### src/hw/ocs_regs.vh
`ifndef OCS_REGS_VH
`define OCS_REGS_VH
// Register offsets on the plain register port
`define OCS_REG_DISP 3'h0
`define OCS_REG_FRINGE 3'h1
`define OCS_REG_TA_START 3'h2
`define OCS_REG_TA_END 3'h3
`define OCS_REG_STATUS 3'h4
// Display control fields
`define OCS_DISP_MODE_LSB 0
`define OCS_DISP_SCR_LSB 2
`define OCS_DISP_FLF_BIT 6
// Fringe control fields (bit 0 north, 1 south, 2 east, 3 west)
`define OCS_FR_DIR_LSB 0
`define OCS_FR_COL_LSB 4
// Reset values
`define OCS_DISP_RST 8'h00
`define OCS_FRINGE_RST 8'h00
`define OCS_TA_START_RST 8'h00
`define OCS_TA_END_RST 8'h28
// Screen display modes
`define OCS_MODE_VIDEO 2'h0
`define OCS_MODE_TEXT 2'h1
`define OCS_MODE_MIXSCR 2'h2
`define OCS_MODE_MIXVID 2'h3
// Display word fields
`define OCS_W_SERIAL 11
`define OCS_W_SMODE 10
// Row-start defaults
`define OCS_DEF_FG 3'h0
`define OCS_DEF_BG 4'h8
// Flash half periods and pixel clock rate
`define OCS_CLK_KHZ 25'd40000
`define OCS_FLASH_HALF_SLOW_MS 25'd500
`define OCS_FLASH_HALF_FAST_MS 25'd250
`define OCS_FLASH_SLOW_CYC (`OCS_FLASH_HALF_SLOW_MS * `OCS_CLK_KHZ)
`define OCS_FLASH_FAST_CYC (`OCS_FLASH_HALF_FAST_MS * `OCS_CLK_KHZ)
`endif

### src/hw/ocs_flash_timer.v
`default_nettype none
module ocs_flash_timer #(
  parameter [24:0] SLOW_CYC = 25'd20000000,
  parameter [24:0] FAST_CYC = 25'd10000000
) (
  input wire sys_clk, // Pixel clock
  input wire sys_rst, // Async reset, high
  input wire ce, // Clock enable
  input wire fast, // 1: about 2 Hz, 0: about 1 Hz
  output reg phase_q // Flash phase, 1 = shown
);
  reg [24:0] cnt_q; // Half-period counter
  wire [24:0] half_w; // Selected half period
  assign half_w = fast ? FAST_CYC : SLOW_CYC;
  // Equal on and off halves give a 50% ratio
  always @(posedge sys_clk or posedge sys_rst)
  begin
    if (sys_rst)
    begin
      cnt_q <= 25'h0000000;
      phase_q <= 1'b1;
    end
    else if (ce)
    begin
      // A change to the fast rate mid-period ends the half early; to the slow rate it lengthens it
      if (cnt_q >= half_w - 25'd1)
      begin
        cnt_q <= 25'h0000000;
        phase_q <= ~phase_q;
      end
      else
        cnt_q <= cnt_q + 25'd1;
    end
  end
endmodule
`default_nettype wire

### src/hw/ocs_pix_colour.v
`default_nettype none
module ocs_pix_colour (
  input wire special, // Cell holds a two-plane character
  input wire plane_a, // Plane 0 pixel
  input wire plane_b, // Plane 1 pixel
  input wire bank, // Foreground bank
  input wire [2:0] fg, // Foreground index in bank
  output reg is_fg, // Pixel is foreground-coded
  output reg [3:0] colour // Foreground colour entry
);
  // Plane decode; plain characters use plane 0 only
  always @*
  begin
    is_fg = plane_a;
    colour = {bank, fg};
    if (special)
    begin
      is_fg = plane_a | plane_b;
      case ({plane_b, plane_a})
        2'b10: colour = {bank, 3'h6};
        2'b11: colour = {bank, 3'h7};
        default: colour = {bank, fg};
      endcase
    end
  end
endmodule
`default_nettype wire

### src/hw/ocs_compositor.v
// Decided for this implementation: the register offsets and strobed register access.
`include "ocs_regs.vh"
`default_nettype none
module ocs_compositor #(
  parameter ADDR_W = 10, // Display memory address width
  parameter [24:0] FLASH_SLOW_CYC = `OCS_FLASH_SLOW_CYC,
  parameter [24:0] FLASH_FAST_CYC = `OCS_FLASH_FAST_CYC
) (
  input wire sys_clk, // Pixel clock, 40 MHz
  input wire sys_rst, // Async reset, high
  input wire ce, // Clock enable, low freezes all
  input wire [2:0] reg_addr, // Register address
  input wire [7:0] reg_wdata, // Register write data
  input wire reg_wr, // Register write strobe
  input wire reg_rd, // Register read strobe
  output reg [7:0] reg_rdata_q, // Read data, cycle after strobe
  input wire frame_start, // Pulse: page restarts at address 0
  input wire row_start, // Pulse: new text row begins
  input wire word_valid, // Display word present
  input wire [11:0] word, // Display memory word
  output reg [ADDR_W-1:0] mem_addr_q, // Next word address
  output reg row_done_q, // Row ended, words ignored
  output reg [7:0] font_code_q, // Font slot of current cell
  output reg special_q, // Current cell is two-plane
  output reg dwidth_q, // Double width active
  output reg dheight_q, // Double height active
  output reg italic_q, // Italics active for cell
  input wire pix_valid, // Pixel inside text area
  input wire special_char_plane_a, // Plane 0 pixel
  input wire special_char_plane_b, // Plane 1 pixel
  input wire [3:0] nbr_fg, // Neighbour fg: N,S,E,W
  input wire top_line, // Top scan-line of cell
  input wire bottom_line, // Bottom scan-line of cell
  output reg [3:0] colour_q, // Colour table index out
  output reg rgb_black_q, // Force RGB true black
  output reg fast_blanking_out // 1 = RGB, 0 = video
);
  // Software-visible settings
  reg [7:0] disp_q; // Mode, screen colour, flash rate
  reg [7:0] fringe_q; // Fringe directions and colour
  reg [7:0] ta_start_q; // Text area start position
  reg [7:0] ta_end_q; // Text area end position
  wire [1:0] screen_mode_sel; // Display mode field
  wire screen_mode_sel_lo; // Mode bit 0
  wire screen_mode_sel_hi; // Mode bit 1
  wire [3:0] screen_colour_sel; // Screen colour
  wire flash_rate_sel; // Flash rate
  wire [3:0] fringe_direction_enable; // N,S,E,W enables
  wire [3:0] fringe_colour_sel; // Fringe colour
  assign screen_mode_sel_lo = disp_q[`OCS_DISP_MODE_LSB];
  assign screen_mode_sel_hi = disp_q[`OCS_DISP_MODE_LSB+1];
  assign screen_mode_sel = {screen_mode_sel_hi, screen_mode_sel_lo};
  assign screen_colour_sel = disp_q[`OCS_DISP_SCR_LSB+3:`OCS_DISP_SCR_LSB];
  assign flash_rate_sel = disp_q[`OCS_DISP_FLF_BIT];
  assign fringe_direction_enable = fringe_q[`OCS_FR_DIR_LSB+3:0];
  assign fringe_colour_sel = fringe_q[`OCS_FR_COL_LSB+3:`OCS_FR_COL_LSB];

  // Serial attribute state for the row
  reg [3:0] bg_q; // Background colour
  reg bank_q; // Foreground bank
  reg ul_q; // Underline
  reg ol_q; // Overline
  reg box_q; // Boxing
  reg flash_q; // Flash
  reg ital_q; // Italics
  reg frg_q; // Fringing
  reg bgd_q; // Background duration
  // Set-after attributes waiting for next character
  reg pend_q; // Pending values held
  reg [3:0] p_bg_q; // Pending background
  reg p_bank_q; // Pending bank
  reg p_ul_q; // Pending underline
  reg p_ol_q; // Pending overline
  reg p_box_q; // Pending box mode
  // Latched cell used by the pixel path
  reg [2:0] c_fg_q; // Cell foreground index
  reg [3:0] c_bg_q; // Cell background
  reg c_bank_q; // Cell bank
  reg c_ul_q; // Cell underline
  reg c_ol_q; // Cell overline
  reg c_box_q; // Cell boxing
  reg c_flash_q; // Cell flash
  reg c_frg_q; // Cell fringing
  reg c_space_q; // Cell renders as space
  reg fill_q; // Background runs to area end
  reg [7:0] pos_q; // Characters in this row

  // Effective state after applying pending set-after values
  reg [3:0] e_bg; // Effective background
  reg e_bank; // Effective bank
  reg e_ul; // Effective underline
  reg e_ol; // Effective overline
  reg e_box; // Effective box
  always @*
  begin
    e_bg = bg_q;
    e_bank = bank_q;
    e_ul = ul_q;
    e_ol = ol_q;
    e_box = box_q;
    if (pend_q)
    begin
      e_bg = p_bg_q;
      e_bank = p_bank_q;
      e_ul = p_ul_q;
      e_ol = p_ol_q;
      e_box = p_box_q;
    end
  end

  wire [7:0] span_w; // Row capacity from text area
  wire take_w; // Word accepted this cycle
  wire is_serial; // Serial attribute word
  wire is_mode1; // Serial mode 1 word
  wire first_pos; // Word at first character position
  wire [7:0] code_w; // Parallel character code
  wire flash_ph; // 1 = flashing pixels shown
  assign span_w = ta_end_q - ta_start_q;
  assign take_w = word_valid & ~row_done_q;
  assign is_serial = word[`OCS_W_SERIAL];
  assign is_mode1 = word[`OCS_W_SMODE];
  assign first_pos = (pos_q == 8'h00);
  assign code_w = word[7:0];

  // Register writes and registered read data
  always @(posedge sys_clk or posedge sys_rst)
  begin
    if (sys_rst)
    begin
      disp_q <= `OCS_DISP_RST;
      fringe_q <= `OCS_FRINGE_RST;
      ta_start_q <= `OCS_TA_START_RST;
      ta_end_q <= `OCS_TA_END_RST;
      reg_rdata_q <= 8'h00;
    end
    else if (ce)
    begin
      if (reg_wr)
      begin
        case (reg_addr)
          `OCS_REG_DISP: disp_q <= reg_wdata;
          `OCS_REG_FRINGE: fringe_q <= reg_wdata;
          `OCS_REG_TA_START: ta_start_q <= reg_wdata;
          `OCS_REG_TA_END: ta_end_q <= reg_wdata;
          default: ;
        endcase
      end
      // Read data stand only in the cycle after the strobe
      reg_rdata_q <= 8'h00;
      if (reg_rd)
      begin
        case (reg_addr)
          `OCS_REG_DISP: reg_rdata_q <= disp_q;
          `OCS_REG_FRINGE: reg_rdata_q <= fringe_q;
          `OCS_REG_TA_START: reg_rdata_q <= ta_start_q;
          `OCS_REG_TA_END: reg_rdata_q <= ta_end_q;
          `OCS_REG_STATUS: reg_rdata_q <= {6'h00, flash_ph, row_done_q};
          default: reg_rdata_q <= 8'h00;
        endcase
      end
    end
  end

  // Word decode and row attribute state
  always @(posedge sys_clk or posedge sys_rst)
  begin
    if (sys_rst)
    begin
      mem_addr_q <= {ADDR_W{1'b0}};
      row_done_q <= 1'b0;
      pos_q <= 8'h00;
      bg_q <= `OCS_DEF_BG;
      bank_q <= 1'b0;
      ul_q <= 1'b0;
      ol_q <= 1'b0;
      box_q <= 1'b0;
      flash_q <= 1'b0;
      ital_q <= 1'b0;
      frg_q <= 1'b0;
      bgd_q <= 1'b0;
      dwidth_q <= 1'b0;
      dheight_q <= 1'b0;
      pend_q <= 1'b0;
      p_bg_q <= `OCS_DEF_BG;
      p_bank_q <= 1'b0;
      p_ul_q <= 1'b0;
      p_ol_q <= 1'b0;
      p_box_q <= 1'b0;
      fill_q <= 1'b0;
      font_code_q <= 8'h00;
      special_q <= 1'b0;
      italic_q <= 1'b0;
      c_fg_q <= `OCS_DEF_FG;
      c_bg_q <= `OCS_DEF_BG;
      c_bank_q <= 1'b0;
      c_ul_q <= 1'b0;
      c_ol_q <= 1'b0;
      c_box_q <= 1'b0;
      c_flash_q <= 1'b0;
      c_frg_q <= 1'b0;
      c_space_q <= 1'b1;
    end
    else if (ce)
    begin
      if (frame_start)
        mem_addr_q <= {ADDR_W{1'b0}};
      else if (take_w)
        mem_addr_q <= mem_addr_q + 1'b1;
      if (row_start)
      begin
        // Every row attribute back to its default; the latched cell keeps its values except c_fg_q and c_space_q
        pos_q <= 8'h00;
        row_done_q <= 1'b0;
        bg_q <= `OCS_DEF_BG;
        bank_q <= 1'b0;
        ul_q <= 1'b0;
        ol_q <= 1'b0;
        box_q <= 1'b0;
        flash_q <= 1'b0;
        ital_q <= 1'b0;
        frg_q <= 1'b0;
        bgd_q <= 1'b0;
        dwidth_q <= 1'b0;
        dheight_q <= 1'b0;
        pend_q <= 1'b0;
        c_fg_q <= `OCS_DEF_FG;
        fill_q <= 1'b0;
        c_space_q <= 1'b1;
      end
      else if (take_w)
      begin
        pos_q <= pos_q + 8'd1;
        // Capacity limit closes the row
        if (pos_q + 8'd1 >= span_w)
          row_done_q <= 1'b1;
        // Set-after values become current at this character
        bg_q <= e_bg;
        bank_q <= e_bank;
        ul_q <= e_ul;
        ol_q <= e_ol;
        box_q <= e_box;
        pend_q <= 1'b0;
        c_bg_q <= e_bg;
        c_bank_q <= e_bank;
        c_ul_q <= e_ul;
        c_ol_q <= e_ol;
        c_box_q <= e_box;
        c_flash_q <= flash_q;
        c_frg_q <= frg_q;
        italic_q <= ital_q;
        c_space_q <= is_serial;
        font_code_q <= code_w;
        special_q <= 1'b0;
        if (!is_serial)
        begin
          // Serial cells keep this colour for their lines
          c_fg_q <= word[10:8];
          // Columns 8 and 9: two-plane, even slot only
          if (code_w[7:5] == 3'h4)
          begin
            special_q <= 1'b1;
            font_code_q <= {code_w[7:1], 1'b0};
          end
          // Columns B and C reach the slots of columns 8 and 9 as plain glyphs
          else if (code_w[7:4] == 4'hB || code_w[7:4] == 4'hC)
            font_code_q <= code_w - 8'h30;
        end
        else if (!is_mode1)
        begin
          // Mode 0 takes effect at its own position
          bg_q <= word[3:0];
          box_q <= word[6];
          ul_q <= word[4];
          ol_q <= word[5];
          flash_q <= word[7];
          ital_q <= word[8];
          frg_q <= word[9];
          c_bg_q <= word[3:0];
          c_box_q <= word[6];
          c_ul_q <= word[4];
          c_ol_q <= word[5];
          c_flash_q <= word[7];
          c_frg_q <= word[9];
          italic_q <= word[8];
        end
        else
        begin
          bgd_q <= word[8];
          if (word[9])
          begin
            row_done_q <= 1'b1;
            fill_q <= word[8];
          end
          if (first_pos)
          begin
            // First position: everything applies now
            bg_q <= word[3:0];
            box_q <= word[6];
            dwidth_q <= word[4];
            dheight_q <= word[5];
            bank_q <= word[7];
            c_bg_q <= word[3:0];
            c_box_q <= word[6];
            c_bank_q <= word[7];
          end
          else
          begin
            // Later positions: held for the next character
            pend_q <= 1'b1;
            p_bg_q <= word[3:0];
            p_ul_q <= word[4];
            p_ol_q <= word[5];
            p_box_q <= word[6];
            p_bank_q <= word[7];
          end
        end
      end
    end
  end

  // Flash phase generator
  ocs_flash_timer #(
    .SLOW_CYC(FLASH_SLOW_CYC),
    .FAST_CYC(FLASH_FAST_CYC)
  ) u_flash (
    .sys_clk(sys_clk),
    .sys_rst(sys_rst),
    .ce(ce),
    .fast(flash_rate_sel),
    .phase_q(flash_ph)
  );

  // Plane to colour mapping
  wire glyph_fg; // Pixel is foreground-coded
  wire [3:0] fg_col; // Foreground colour entry
  ocs_pix_colour u_col (
    .special(special_q),
    .plane_a(special_char_plane_a & ~c_space_q),
    .plane_b(special_char_plane_b & ~c_space_q & special_q),
    .bank(c_bank_q),
    .fg(c_fg_q),
    .is_fg(glyph_fg),
    .colour(fg_col)
  );

  // Pixel classification
  reg draw_fg; // Foreground pixel drawn
  reg draw_frg; // Fringe pixel drawn
  reg draw_bg; // Background pixel drawn
  reg [3:0] mix_col; // Colour when something is drawn
  always @*
  begin
    // Lines cover spaces too; after a filled row end no glyph
    draw_fg = pix_valid & (((glyph_fg & ~fill_q) &
      (~c_flash_q | flash_ph)) | (c_ul_q & bottom_line) |
      (c_ol_q & top_line));
    // Two-plane glyphs are never fringed
    draw_frg = pix_valid & c_frg_q & ~special_q & ~fill_q & ~glyph_fg &
      (|(nbr_fg & fringe_direction_enable));
    // Boxing only matters outside full text mode
    draw_bg = pix_valid & ((screen_mode_sel == `OCS_MODE_TEXT) |
      c_box_q);
    if (draw_fg)
      mix_col = fg_col;
    else if (draw_frg)
      mix_col = fringe_colour_sel;
    else
      mix_col = c_bg_q;
  end

  // Screen compositor, registered outputs
  always @(posedge sys_clk or posedge sys_rst)
  begin
    if (sys_rst)
    begin
      colour_q <= 4'h0;
      rgb_black_q <= 1'b1;
      fast_blanking_out <= 1'b0;
    end
    else if (ce)
    begin
      case (screen_mode_sel)
        `OCS_MODE_VIDEO:
        begin
          colour_q <= 4'h0;
          rgb_black_q <= 1'b1;
          fast_blanking_out <= 1'b0;
        end
        `OCS_MODE_TEXT, `OCS_MODE_MIXSCR:
        begin
          // Screen colour fills the full width elsewhere
          rgb_black_q <= 1'b0;
          fast_blanking_out <= 1'b1;
          if (draw_fg | draw_frg | draw_bg)
            colour_q <= mix_col;
          else
            colour_q <= screen_colour_sel;
        end
        default:
        begin
          // Transparent screen: video where nothing drawn
          rgb_black_q <= 1'b0;
          colour_q <= mix_col;
          fast_blanking_out <= draw_fg | draw_frg | draw_bg;
        end
      endcase
    end
  end
endmodule
`default_nettype wire

### config.mk
export PLATFORM = sky130hd
export DESIGN_NAME = ocs_compositor
export DESIGN_NICKNAME = d
export VERILOG_FILES = /design/src/hw/ocs_flash_timer.v /design/src/hw/ocs_pix_colour.v /design/src/hw/ocs_compositor.v
export VERILOG_INCLUDE_DIRS = /design/src /design/src/hw
export SDC_FILE = /design/constraint.sdc
export NUM_CORES = 1
export LEC_CHECK = 0
export BUFFER_PORTS_ARGS = -buffer_cell sky130_fd_sc_hd__buf_2
export CAP_MARGIN = 10
export CORE_ASPECT_RATIO = 1.5
export CORE_MARGIN = 2
export CORE_UTILIZATION = 45
export CTS_CLUSTER_DIAMETER = 60
export DETAILED_ROUTE_END_ITERATION = 10
export MAX_ROUTING_LAYER = met4
export SETUP_SLACK_MARGIN = 0.4
export SLEW_MARGIN = 20
export SYNTH_ARGS = -nofsm -noshare
export SYNTH_HDL_FRONTEND = slang
export SYNTH_SLANG_ARGS = --single-unit
### constraint.sdc
create_clock -name sys_clk -period 12 [get_ports sys_clk]
set_clock_uncertainty 0.15 [all_clocks]
set_input_delay 0.6 -clock sys_clk [delete_from_list [all_inputs] [get_ports sys_clk]]
set_output_delay 0.6 -clock sys_clk [all_outputs]
set_load 0.005 [all_outputs]
======== After elaboration in Yosys (flattened, before gate mapping) ========
Index checks and enable logic that the tools add are counted.
cells by class
  $add $sub $neg .......................... 6
  multipliers ............................. 0
  div/mod/pow operators ................... 0
  $lt $le $gt $ge ......................... 2
  eq/ne operators ......................... 12
  shifts and indexed selects .............. 0
  multiplexer cells ....................... 93
  bitwise operators ....................... 32
  reductions and logical operators ........ 24
operator list
  kind                                                                  count
  1-bit two-way mux                                                     66
  25-bit two-way mux                                                    2
  8-bit two-way mux                                                     6
  8-bit case mux with 5 select lines                                    1
  4-bit two-way mux                                                     9
  25-bit by 1-bit adder with 25-bit output, second input constant       1
  25-bit >= comparator                                                  1
  25-bit by 1-bit subtractor with 25-bit output, second input constant  1
  10-bit two-way mux                                                    2
  3-bit AND reduction                                                   6
  1-bit bitwise AND                                                     15
  3-bit two-way mux                                                     4
  2-bit nonzero test                                                    6
  10-bit by 1-bit adder with 10-bit output, second input constant       1
  5-bit AND reduction                                                   2
  1-bit NOT                                                             9
  8-bit by 1-bit adder with 8-bit output, second input constant         1
  4-bit equality test, second input constant                            2
  8-bit >= comparator                                                   1
  8-bit zero test                                                       1
  4-bit case mux with 2 select lines                                    1
  8-bit by 6-bit subtractor with 8-bit output, second input constant    1
  8-bit subtractor                                                      1
  1-bit bitwise OR                                                      7
  other kinds (16)                                                      22
storage, ports and cells
  bits in registers ....................... 138
  latch bits .............................. 0
  RAM bits ................................ 0
  bits in read-only memories .............. 0
  input port bits ......................... 40
  logic and storage cells ................. 211
  memories kept ........................... 0

======== Longest topological paths before layout ========
Gate-level depths: netlist (run 1).
  depth in word-level cells ............... 14
  mapped depth ............................ 15

======== Hierarchy ========
A second synthesis (run 1) with hierarchy kept.
unflattened totals
  cells, all modules ...................... 706
  area, all modules ....................... 7,440.9 µm²
modules (own cells, without submodules)
  module           times used  cells each  area each (µm²)  sequential area each (µm²)
  ocs_compositor   1           533         5,799.3          2,811.4
  ocs_flash_timer  1           167         1,594.0          651.9
  ocs_pix_colour   1           6           47.5             0.0

======== Least setup slack after synthesis (run 1) ========
No wires, ideal clock.
  kind .................................... register to register
  start point ............................. register ta_end_q[0]
  end point ............................... register row_done_q
  setup time .............................. 0.124 ns
  arrival time ............................ 2.355 ns
  setup slack ............................. 9.371 ns
  cell stages (with the launch flop) ...... 16
  period minus slack after synthesis ...... 2.629 ns
  cells stage by stage .................... dfrtp_1 inv_1 ha_1 inv_1 fa_1 a21o_1 a21oi_1 o21bai_1 a21oi_1 xor2_1 ha_1 a211oi_1 nand2_1 a21oi_1 a211oi_1 o31a_1
between the ends
  cells in the longest elaborated chain, start to end .. 8
ends and longest elaborated chain
  what                     line                  text
  start, declared          ocs_compositor.v:42   reg [7:0] ta_end_q;
  start signal, assigned   ocs_compositor.v:133  ta_end_q <= `OCS_TA_END_RST;
  start signal, assigned   ocs_compositor.v:144  `OCS_REG_TA_END: ta_end_q <= reg_wdata;
  8-bit subtractor (*)     ocs_compositor.v:118  assign span_w = ta_end_q - ta_start_q;
  8-bit >= comparator (*)  ocs_compositor.v:234  if (pos_q + 8'd1 >= span_w)
  1-bit two-way mux (*)    ocs_compositor.v:234
  1-bit two-way mux        ocs_compositor.v:289  if (word[9])
  1-bit two-way mux        ocs_compositor.v:268  else if (!is_mode1)
  1-bit two-way mux (*)    ocs_compositor.v:254  if (!is_serial)
  1-bit two-way mux (*)    ocs_compositor.v:230  else if (take_w)
  1-bit two-way mux (*)    ocs_compositor.v:209  if (row_start)
  end signal, assigned     ocs_compositor.v:213  row_done_q <= 1'b0;
  end signal, assigned     ocs_compositor.v:235  row_done_q <= 1'b1;
  end signal, assigned     ocs_compositor.v:291  row_done_q <= 1'b1;
  end, declared            ocs_compositor.v:22   output reg row_done_q,
Mark *: on every way between the ends. The rest lies on a longest branch, timed or not. The select of a mux whose other input is x is not followed.
A chain may end at the register's enable or synchronous reset.

======== Worst setup path in the final report (run 1) ========
  start point ............................. register disp_q[6]
  end point ............................... register u_flash.phase_q
between the ends
  cells in the longest elaborated chain, start to end .. 4
ends and longest elaborated chain
  what                                           line                  text
  start, declared                                ocs_compositor.v:39   reg [7:0] disp_q;
  start signal, assigned                         ocs_compositor.v:130  disp_q <= `OCS_DISP_RST;
  start signal, assigned                         ocs_compositor.v:141  `OCS_REG_DISP: disp_q <= reg_wdata;
  25-bit two-way mux                             ocs_flash_timer.v:14  assign half_w = fast ? FAST_CYC : SLOW_CYC;
  25-bit by 1-bit subtractor with 25-bit output  ocs_flash_timer.v:26  if (cnt_q >= half_w - 25'd1)
  25-bit >= comparator                           ocs_flash_timer.v:26
  2-bit AND reduction (no source line)           --
  end signal, assigned                           ocs_flash_timer.v:29  phase_q <= ~phase_q;
  end, declared                                  ocs_flash_timer.v:10  output reg phase_q
Every way passes these cells.

==> results by group, run 1 <==
CTS
  • H-tree Lvls: 4
  • CTS clock-pin slew for the worst setup and hold paths: 60 ps
  • Resized cells post-CTS: 0
  • Clk root buf: clkbuf_16
  • CTS tree: done
  • Setup Buffers After CTS: 0
  • Hold-fix buffers, CTS: 0
  • Clock Sinks: 138
  • Worst-Skew Late Latency: 420 ps
  • Clock Path Buffers: 2
  • Cts bufs inserted: 17

Route
  • Drc violations: 0
  • Routed WL per cell: 18.63 um
  • Drt via density: 5.742
  • Router iterations before antenna repair: 5
  • DR vias: 5731
  • Initial DRC count: 223
  • Antenna Nets Post-Route: 0
  • Overall routed net length: 18.60 mm

Cells and area
  • Nets: 855
  • Filler cells: 1470
  • Area of the multi-input gates: 0.003669 mm^2
  • Area Growth Syn to Fin: 16.33%
  • Layout cells sized above 1: 21.87%
  • FF+latch area: 0.003463 mm^2

Die
  • Die W: 108.6 um
  • Starting Density: 45.83%
  • Rows: 57
  • Ports: 77
  • Die Ht: 160.9 um
  • Die ar.: 0.01748 mm^2
  • Core ar.: 0.01612 mm^2

Global route
  • First-pass GRT wire length: 30.98 mm
  • Vias in the first global route: 5866
  • Pin count of the biggest net entering global routing: 74
  • Initial antenna violation count: 1
  • Grt ovf: 0
  • Total GRT Usage: 23.61%

Power and ir drop
  • Peak VDD IR: 0.07668 mV
  • Total power: 0.001477 W
  • Power per cell area: 171.9 mW/mm^2
  • Pleak: 4.181 nW

Placed design
  • PortBufs: 76
  • Detail Placement HPWL: 13.36 mm
  • RD Place Congestion: 0.8462

Worst setup path
  • R2R Setup Slk: 9070 ps
  • Kind of critical path: register to register
  • Crit path launch type: register
  • CP Launch Point: disp_q[6]$_DFFE_PP0P_
  • CP Max Fanout: 13
  • FF-to-FF End: u_flash.phase_q$_DFFE_PP1P_
  • RR Startpoint: disp_q[6]$_DFFE_PP0P_
  • CP max stage delay: 540 ps
  • Crit path capture type: register
  • Register-to-Register Path Depth: 7
  • CP arrival: 3130 ps
  • CP max-delay cell: dfrtp_1
  • Crit-path cells: inv_1 -> ha_1 -> nand4_1 -> nor4b_1 -> o31a_1 -> o21a_1 -> xnor2_1
  • Critical Path RT: 12190 ps

Synth
  • Syn nets: 779
  • Yosys warning total: 0
  • Area share of the leading cell type in the synthesized netlist: 44.04%
  • Post-Synthesis Cells: 703
  • EDFF count, synth: 0
  • Yosys cell types: 62
  • Share of flip-flops with an asynchronous set or reset: 100.0%
  • Post-synthesis cell area: 0.007387 mm^2
  • Register area share after synthesis: 46.88%
  • Synth top area cells: dfrtp_1, ha_1, mux2_2, nand2_1, dfstp_2
  • Synth Register Bits: 138
  • Synth Flop Type: dfrtp_1
  • Mapped Avg Cell Area: 10.51 um^2
  • Synth area leader: dfrtp_1

Hold path
  • Worst Hold Class: input port to async pin

Timing
  • Hold Vio Cnt, Final: 0
  • Fin Setup TNS: 0 ps
  • Final setup vio count: 0
  • Least-Margin Pin Slew: 966.3 ps
  • Fin crit share: 24.46%
  • RSZ-0062 raised after global routing: false
  • Slew HR: 35.34%
  • Crit path time final: 2935 ps
  • Max Freq: 340.8 MHz
  • Fin. max-slew vios: 0
  • Worst hold slack: 101.3 ps

Job
  • Max-cap violations: 0

Run status
  • Outcome: complete, no violations
[state kept, by name, indices dropped and copies added (netlist names), 3 cells and up]
signal,cells
mem_addr_q,10
c_fg_q,3
font_code_q,8
p_bg_q,4
bg_q,4
u_flash.cnt_q,25
c_bg_q,4
disp_q,8
colour_q,4
ta_start_q,8
fringe_q,8
ta_end_q,8
pos_q,8
reg_rdata_q,8
[layout make-up]
class	count	share of cell area (%)
multi-input cells	505	42.69
repair buffers	82	4.950
inverters	35	1.587
flip-flops and latches	138	40.30
well taps	206	2.999
clock buffers	24	5.839
diodes	1	0.02912
clock inverters	7	1.602
[synthesized netlist by cell type, drive strengths merged, types with 2 or more instances]
| cell | n |
|---|---|
| dfrtp | 130 |
| nand2 | 62 |
| nor2 | 53 |
| o21ai | 44 |
| mux2 | 36 |
| ha | 35 |
| inv | 35 |
| a21oi | 27 |
| a22o | 23 |
| nand3 | 21 |
| mux2i | 18 |
| xor2 | 18 |
| xnor2 | 17 |
| nor2b | 16 |
| nor3 | 14 |
| and3 | 13 |
| buf | 13 |
| clkbuf | 12 |
| a21o | 11 |
| o2bb2ai | 11 |
| nand4 | 10 |
| o31ai | 10 |
| dfstp | 8 |
| a211oi | 6 |
| a22oi | 6 |
| mux4 | 6 |
| a221o | 4 |
| o211ai | 4 |
| or2 | 4 |
| o31a | 3 |
| o41ai | 3 |
| a31oi | 2 |
| a41oi | 2 |
| and4 | 2 |
| nand4b | 2 |
| nor4 | 2 |
| o2111ai | 2 |
| o21a | 2 |
| o22a | 2 |
| or3 | 2 |
[kinds of logic (layout without fill, tap and decap cells)]
group	after synthesis	count (layout)	synth area share [%]
other cells	0	1	0
simple gates	208	208	14.08
compound gates	166	166	15.48
buf+inv	60	148	3.455
flops	138	138	46.88
xor+xnor	35	35	4.150
fa+ha+maj	36	36	6.199
mux	60	60	9.756
[routing by layer]
| metal | part of all wire, % | global-route usage (%) | up-vias |
|---|---|---|---|
| met1 | 44 | 30.24 | 2879 |
| met5 | 0 | - | - |
| met4 | 1.2 | 7.634 | 0 |
| met2 | 51 | 37.84 | 134 |
| li1 | - | - | 2702 |
| met3 | 3.7 | 4.221 | 16 |
[power breakdown]
group	total [W]	switching (W)	internal, W	leakage [nW]
Combinational	0.000306	0.000159	0.000147	2.09
Clock	0.000570	0.000196	0.000374	0.312
Sequential	0.000601	0.0000633	0.000538	1.78
[placed cells by master, fill, tap and decap left out, drive strengths merged, types with 4 or more instances in the layout]
cell / instances
o21ai: 44
mux2i: 18
clkbuf: 24
nor3: 14
or2: 4
inv: 35
a22oi: 6
nand2: 62
o2bb2ai: 11
a21o: 11
a221o: 4
dfstp: 8
a211oi: 6
xnor2: 17
and3: 13
ha: 35
bufinv: 4
nor2: 53
nand4: 10
a22o: 23
nor2b: 16
o211ai: 4
o31ai: 10
xor2: 18
mux2: 36
buf: 82
dfrtp: 130
mux4: 6
a21oi: 27
nand3: 21
[worst max-delay path, delay by kind of cell (launching register included)]
family	cells	cell delay, ps
simple gates	2	430
compound gates	2	1030
buf+inv	1	200
fa+ha+maj	1	330
xor+xnor	1	170
flops	1	540
[worst max-delay path by stage]
stage	slack [ps]	cells past startpoint	to
3_5_place_dp	8950	6	flash_q$_DFFE_PP0P_
3_3_place_gp	9000	6	p_bg_q[1]$_DFFE_PP0P_
5_1_grt	8790	7	u_flash.cnt_q[11]$_DFFE_PP0P_
6_report	9070	7	u_flash.phase_q$_DFFE_PP1P_
2_1_floorplan	7570	1	bank_q$_DFFE_PP0P_
4_1_cts	9060	7	u_flash.cnt_q[19]$_DFFE_PP0P_
[stage by stage]
stage | utilization [%] | worst slack, ps | cells | cell area, um^2
CTS | 53.30 | 9057 | 997 | 8591
global route | 53.31 | 8789 | 998 | 8593
floorplan | - | 7567 | 703 | 7387
finish | 53.31 | 9065 | 998 | 8593
global placement | 49.33 | 9001 | 966 | 7951
detailed placement | 49.33 | 8945 | 966 | 7951
No activity file was read; power rests on OpenSTA's default activity.
==> run 2, diff against run 1 <==
Clock period 12 ns to 2.9 ns, I/O delays scaled along.
==> run 2 against run 1 <==
Effect of this change:
- non-clock buffer count up 48
- setup slack got worse by 8900 ps
- fmax grew 6.3%
- hold slack got worse by 74 ps
- register-to-register slack lost 8900 ps
- design area is 6.5% higher
- sequential share of layout area shrank 2.4 points
- cell count grew 4.8%
- total power increased to 4.3 times the previous value
- flip-flop and latch count is the same
- critical endpoint is now row_done_q$_DFFE_PP0P_
- largest power group unchanged
- highest routed layer unchanged
==> results by group, run 2 (synthesis gave the netlist of run 1 again) <==
Die
  • Die W: 108.6 um
  • Starting Density: 45.83%
  • Die Ht: 160.9 um
  • Die ar.: 0.01748 mm^2
  • Rows: 57
  • Core ar.: 0.01612 mm^2
  • Ports: 77

Global route
  • Vias in the first global route: 6272
  • Total GRT Usage: 23.73%
  • Pin count of the biggest net entering global routing: 139
  • Grt ovf: 0
  • First-pass GRT wire length: 31.48 mm
  • Initial antenna violation count: 0

CTS
  • CTS tree: done
  • Clock Sinks: 138
  • Clk root buf: clkbuf_16
  • Clock Path Buffers: 2
  • H-tree Lvls: 4
  • CTS clock-pin slew for the worst setup and hold paths: 60 ps
  • Worst-Skew Late Latency: 420 ps
  • Cts bufs inserted: 17

Route
  • DR vias: 5864
  • Drt via density: 5.606
  • Routed WL per cell: 17.97 um
  • Overall routed net length: 18.80 mm
  • Router iterations before antenna repair: 4
  • Initial DRC count: 251
  • Antenna Nets Post-Route: 0
  • Drc violations: 0

Cells and area
  • Top reg by flops: u_flash.cnt_q
  • N_diodes: 0
  • Commonest non-fill, non-tap cells in the layout: dfrtp_1, buf_2, nand2_1
  • Most common cell after layout, fill and taps aside: dfrtp_1
  • Layout cells sized above 1: 25.48%
  • Number of flip-flops in the largest register: 25
  • Final std cells w/o fill: 1046
  • Fin util: 56.77%
  • Filler cells: 1445
  • Nets: 903
  • Area Growth Syn to Fin: 23.87%
  • Biggest regs: u_flash.cnt_q (25), mem_addr_q (10)

Placed design
  • Minimum setup slack after placement: 206.1 ps
  • RD Place Congestion: 0.8849
  • PortBufs: 76
  • Detail Placement HPWL: 13.44 mm
  • DP Cell Count: 978

Worst setup path
  • Critical Path RT: 3100 ps
  • CP Max Fanout: 2
  • RR Startpoint: ta_end_q[0]$_DFFE_PP0P_
  • FF-to-FF End: row_done_q$_DFFE_PP0P_
  • Crit path launch type: register
  • Crit path capture type: register
  • Register-to-Register Path Depth: 15
  • CP arrival: 2960 ps
  • Kind of critical path: register to register
  • R2R Setup Slk: 140 ps

Timing
  • Least-Margin Pin Slew: 750.2 ps
  • Fin crit share: 95.23%
  • Fin. max-slew vios: 0
  • Final worst slack: 138.3 ps
  • RSZ-0062 raised after global routing: true
  • Hold Vio Cnt, Final: 0
  • Crit path time final: 2762 ps
  • Slew HR: 49.99%
  • Final setup vio count: 0
  • Fin Setup TNS: 0 ps
  • Max Freq: 362.1 MHz

Hold path
  • Worst Hold Class: input port to register
  • Hold path endpoint: reg_rdata_q[1]$_DFFE_PP0P_
  • Hold wc startpoint: ce
  • Hold Path Stages: 3

Job
  • Max-cap violations: 0

Run status
  • Outcome: complete, no violations

Power and ir drop
  • Pleak: 4.415 nW
  • Peak VDD IR: 0.4067 mV
  • Power per cell area: 695.5 mW/mm^2
-- run 2: cell types whose count changed in the layout (fill, tap and decap cells not counted), moves of 4 or more --
cell,change
o21ai_0,-6
dlygate4sd3_1,+25
clkbuf_8,-4
buf_4,+20
o21ai_1,+6
-- run 2: how the worst max path moves through the flow --
stage	from	to	slack, ps	cells past startpoint
CTS	ta_end_q[0]$_DFFE_PP0P_	row_done_q$_DFFE_PP0P_	190	15
detailed placement	ta_end_q[0]$_DFFE_PP0P_	row_done_q$_DFFE_PP0P_	210	15
global placement	ta_end_q[0]$_DFFE_PP0P_	row_done_q$_DFFE_PP0P_	280	15
finish	ta_end_q[0]$_DFFE_PP0P_	row_done_q$_DFFE_PP0P_	140	15
global route	ta_end_q[0]$_DFFE_PP0P_	row_done_q$_DFFE_PP0P_	1	15
floorplan	ta_end_q[0]$_DFFE_PP0P_	row_done_q$_DFFE_PP0P_	390	15
-- run 2: through the flow --
stage	hold slack [ps]	area, um^2	total power [W]
after floorplan	100.4	7397	0.003345
after global placement	221.5	8071	0.003727
after detailed placement	236.5	8071	0.003795
after CTS	10.13	9032	0.006347
after global routing	27.04	9150	0.006715
final	27.72	9150	0.006364
-- run 2: layout make-up --
type	count	area [um^2]	share of cell area, %
clock inverters	11	217.7	2.379
well taps	206	257.7	2.817
repair buffers	130	877.1	9.586
inverters	35	135.1	1.477
flip-flops and latches	138	3466	37.88
multi-input cells	505	3746	40.94
clock buffers	21	450.4	4.923
-- run 2: power breakdown --
part	total [W]	internal, W	switching (W)
sequential	0.00250	0.00223	0.000271
clock	0.00247	0.00164	0.000835
combinational	0.00139	0.000702	0.000691
-- run 2: metal layers --
layer	part of all wire [%]	wire [um]	vias to the layer above	GRT usage, %
met5	0	0	-	-
met4	2.7	502	0	8.858
met3	2.4	447	28	4.302
met2	52	9785	119	39.49
met1	43	8060	2923	28.48
li1	-	-	2794	-
-- run 2: what timing repair did --
| item | in CTS | in global routing |
|---|---|---|
| gates resized for setup | 3 | 22 |
| setup endpoints to repair | 27 | 44 |
| pin swaps | 3 | 11 |
| setup buffers | 4 | 7 |
| endpoints found under the hold margin | 198 | 0 |
| hold buffers | 25 | 0 |
-- run 2: worst max-delay path, stage by stage (launching register included) --
cell,delay [ps]
dfrtp_1,400
inv_2,80
ha_4,120
inv_2,40
fa_2,350
a21o_1,200
a21oi_2,160
o21bai_1,90
a21oi_1,150
xor2_1,180
ha_2,190
a211oi_2,50
nand2_1,120
a21oi_2,40
a211oi_2,210
o31a_1,160
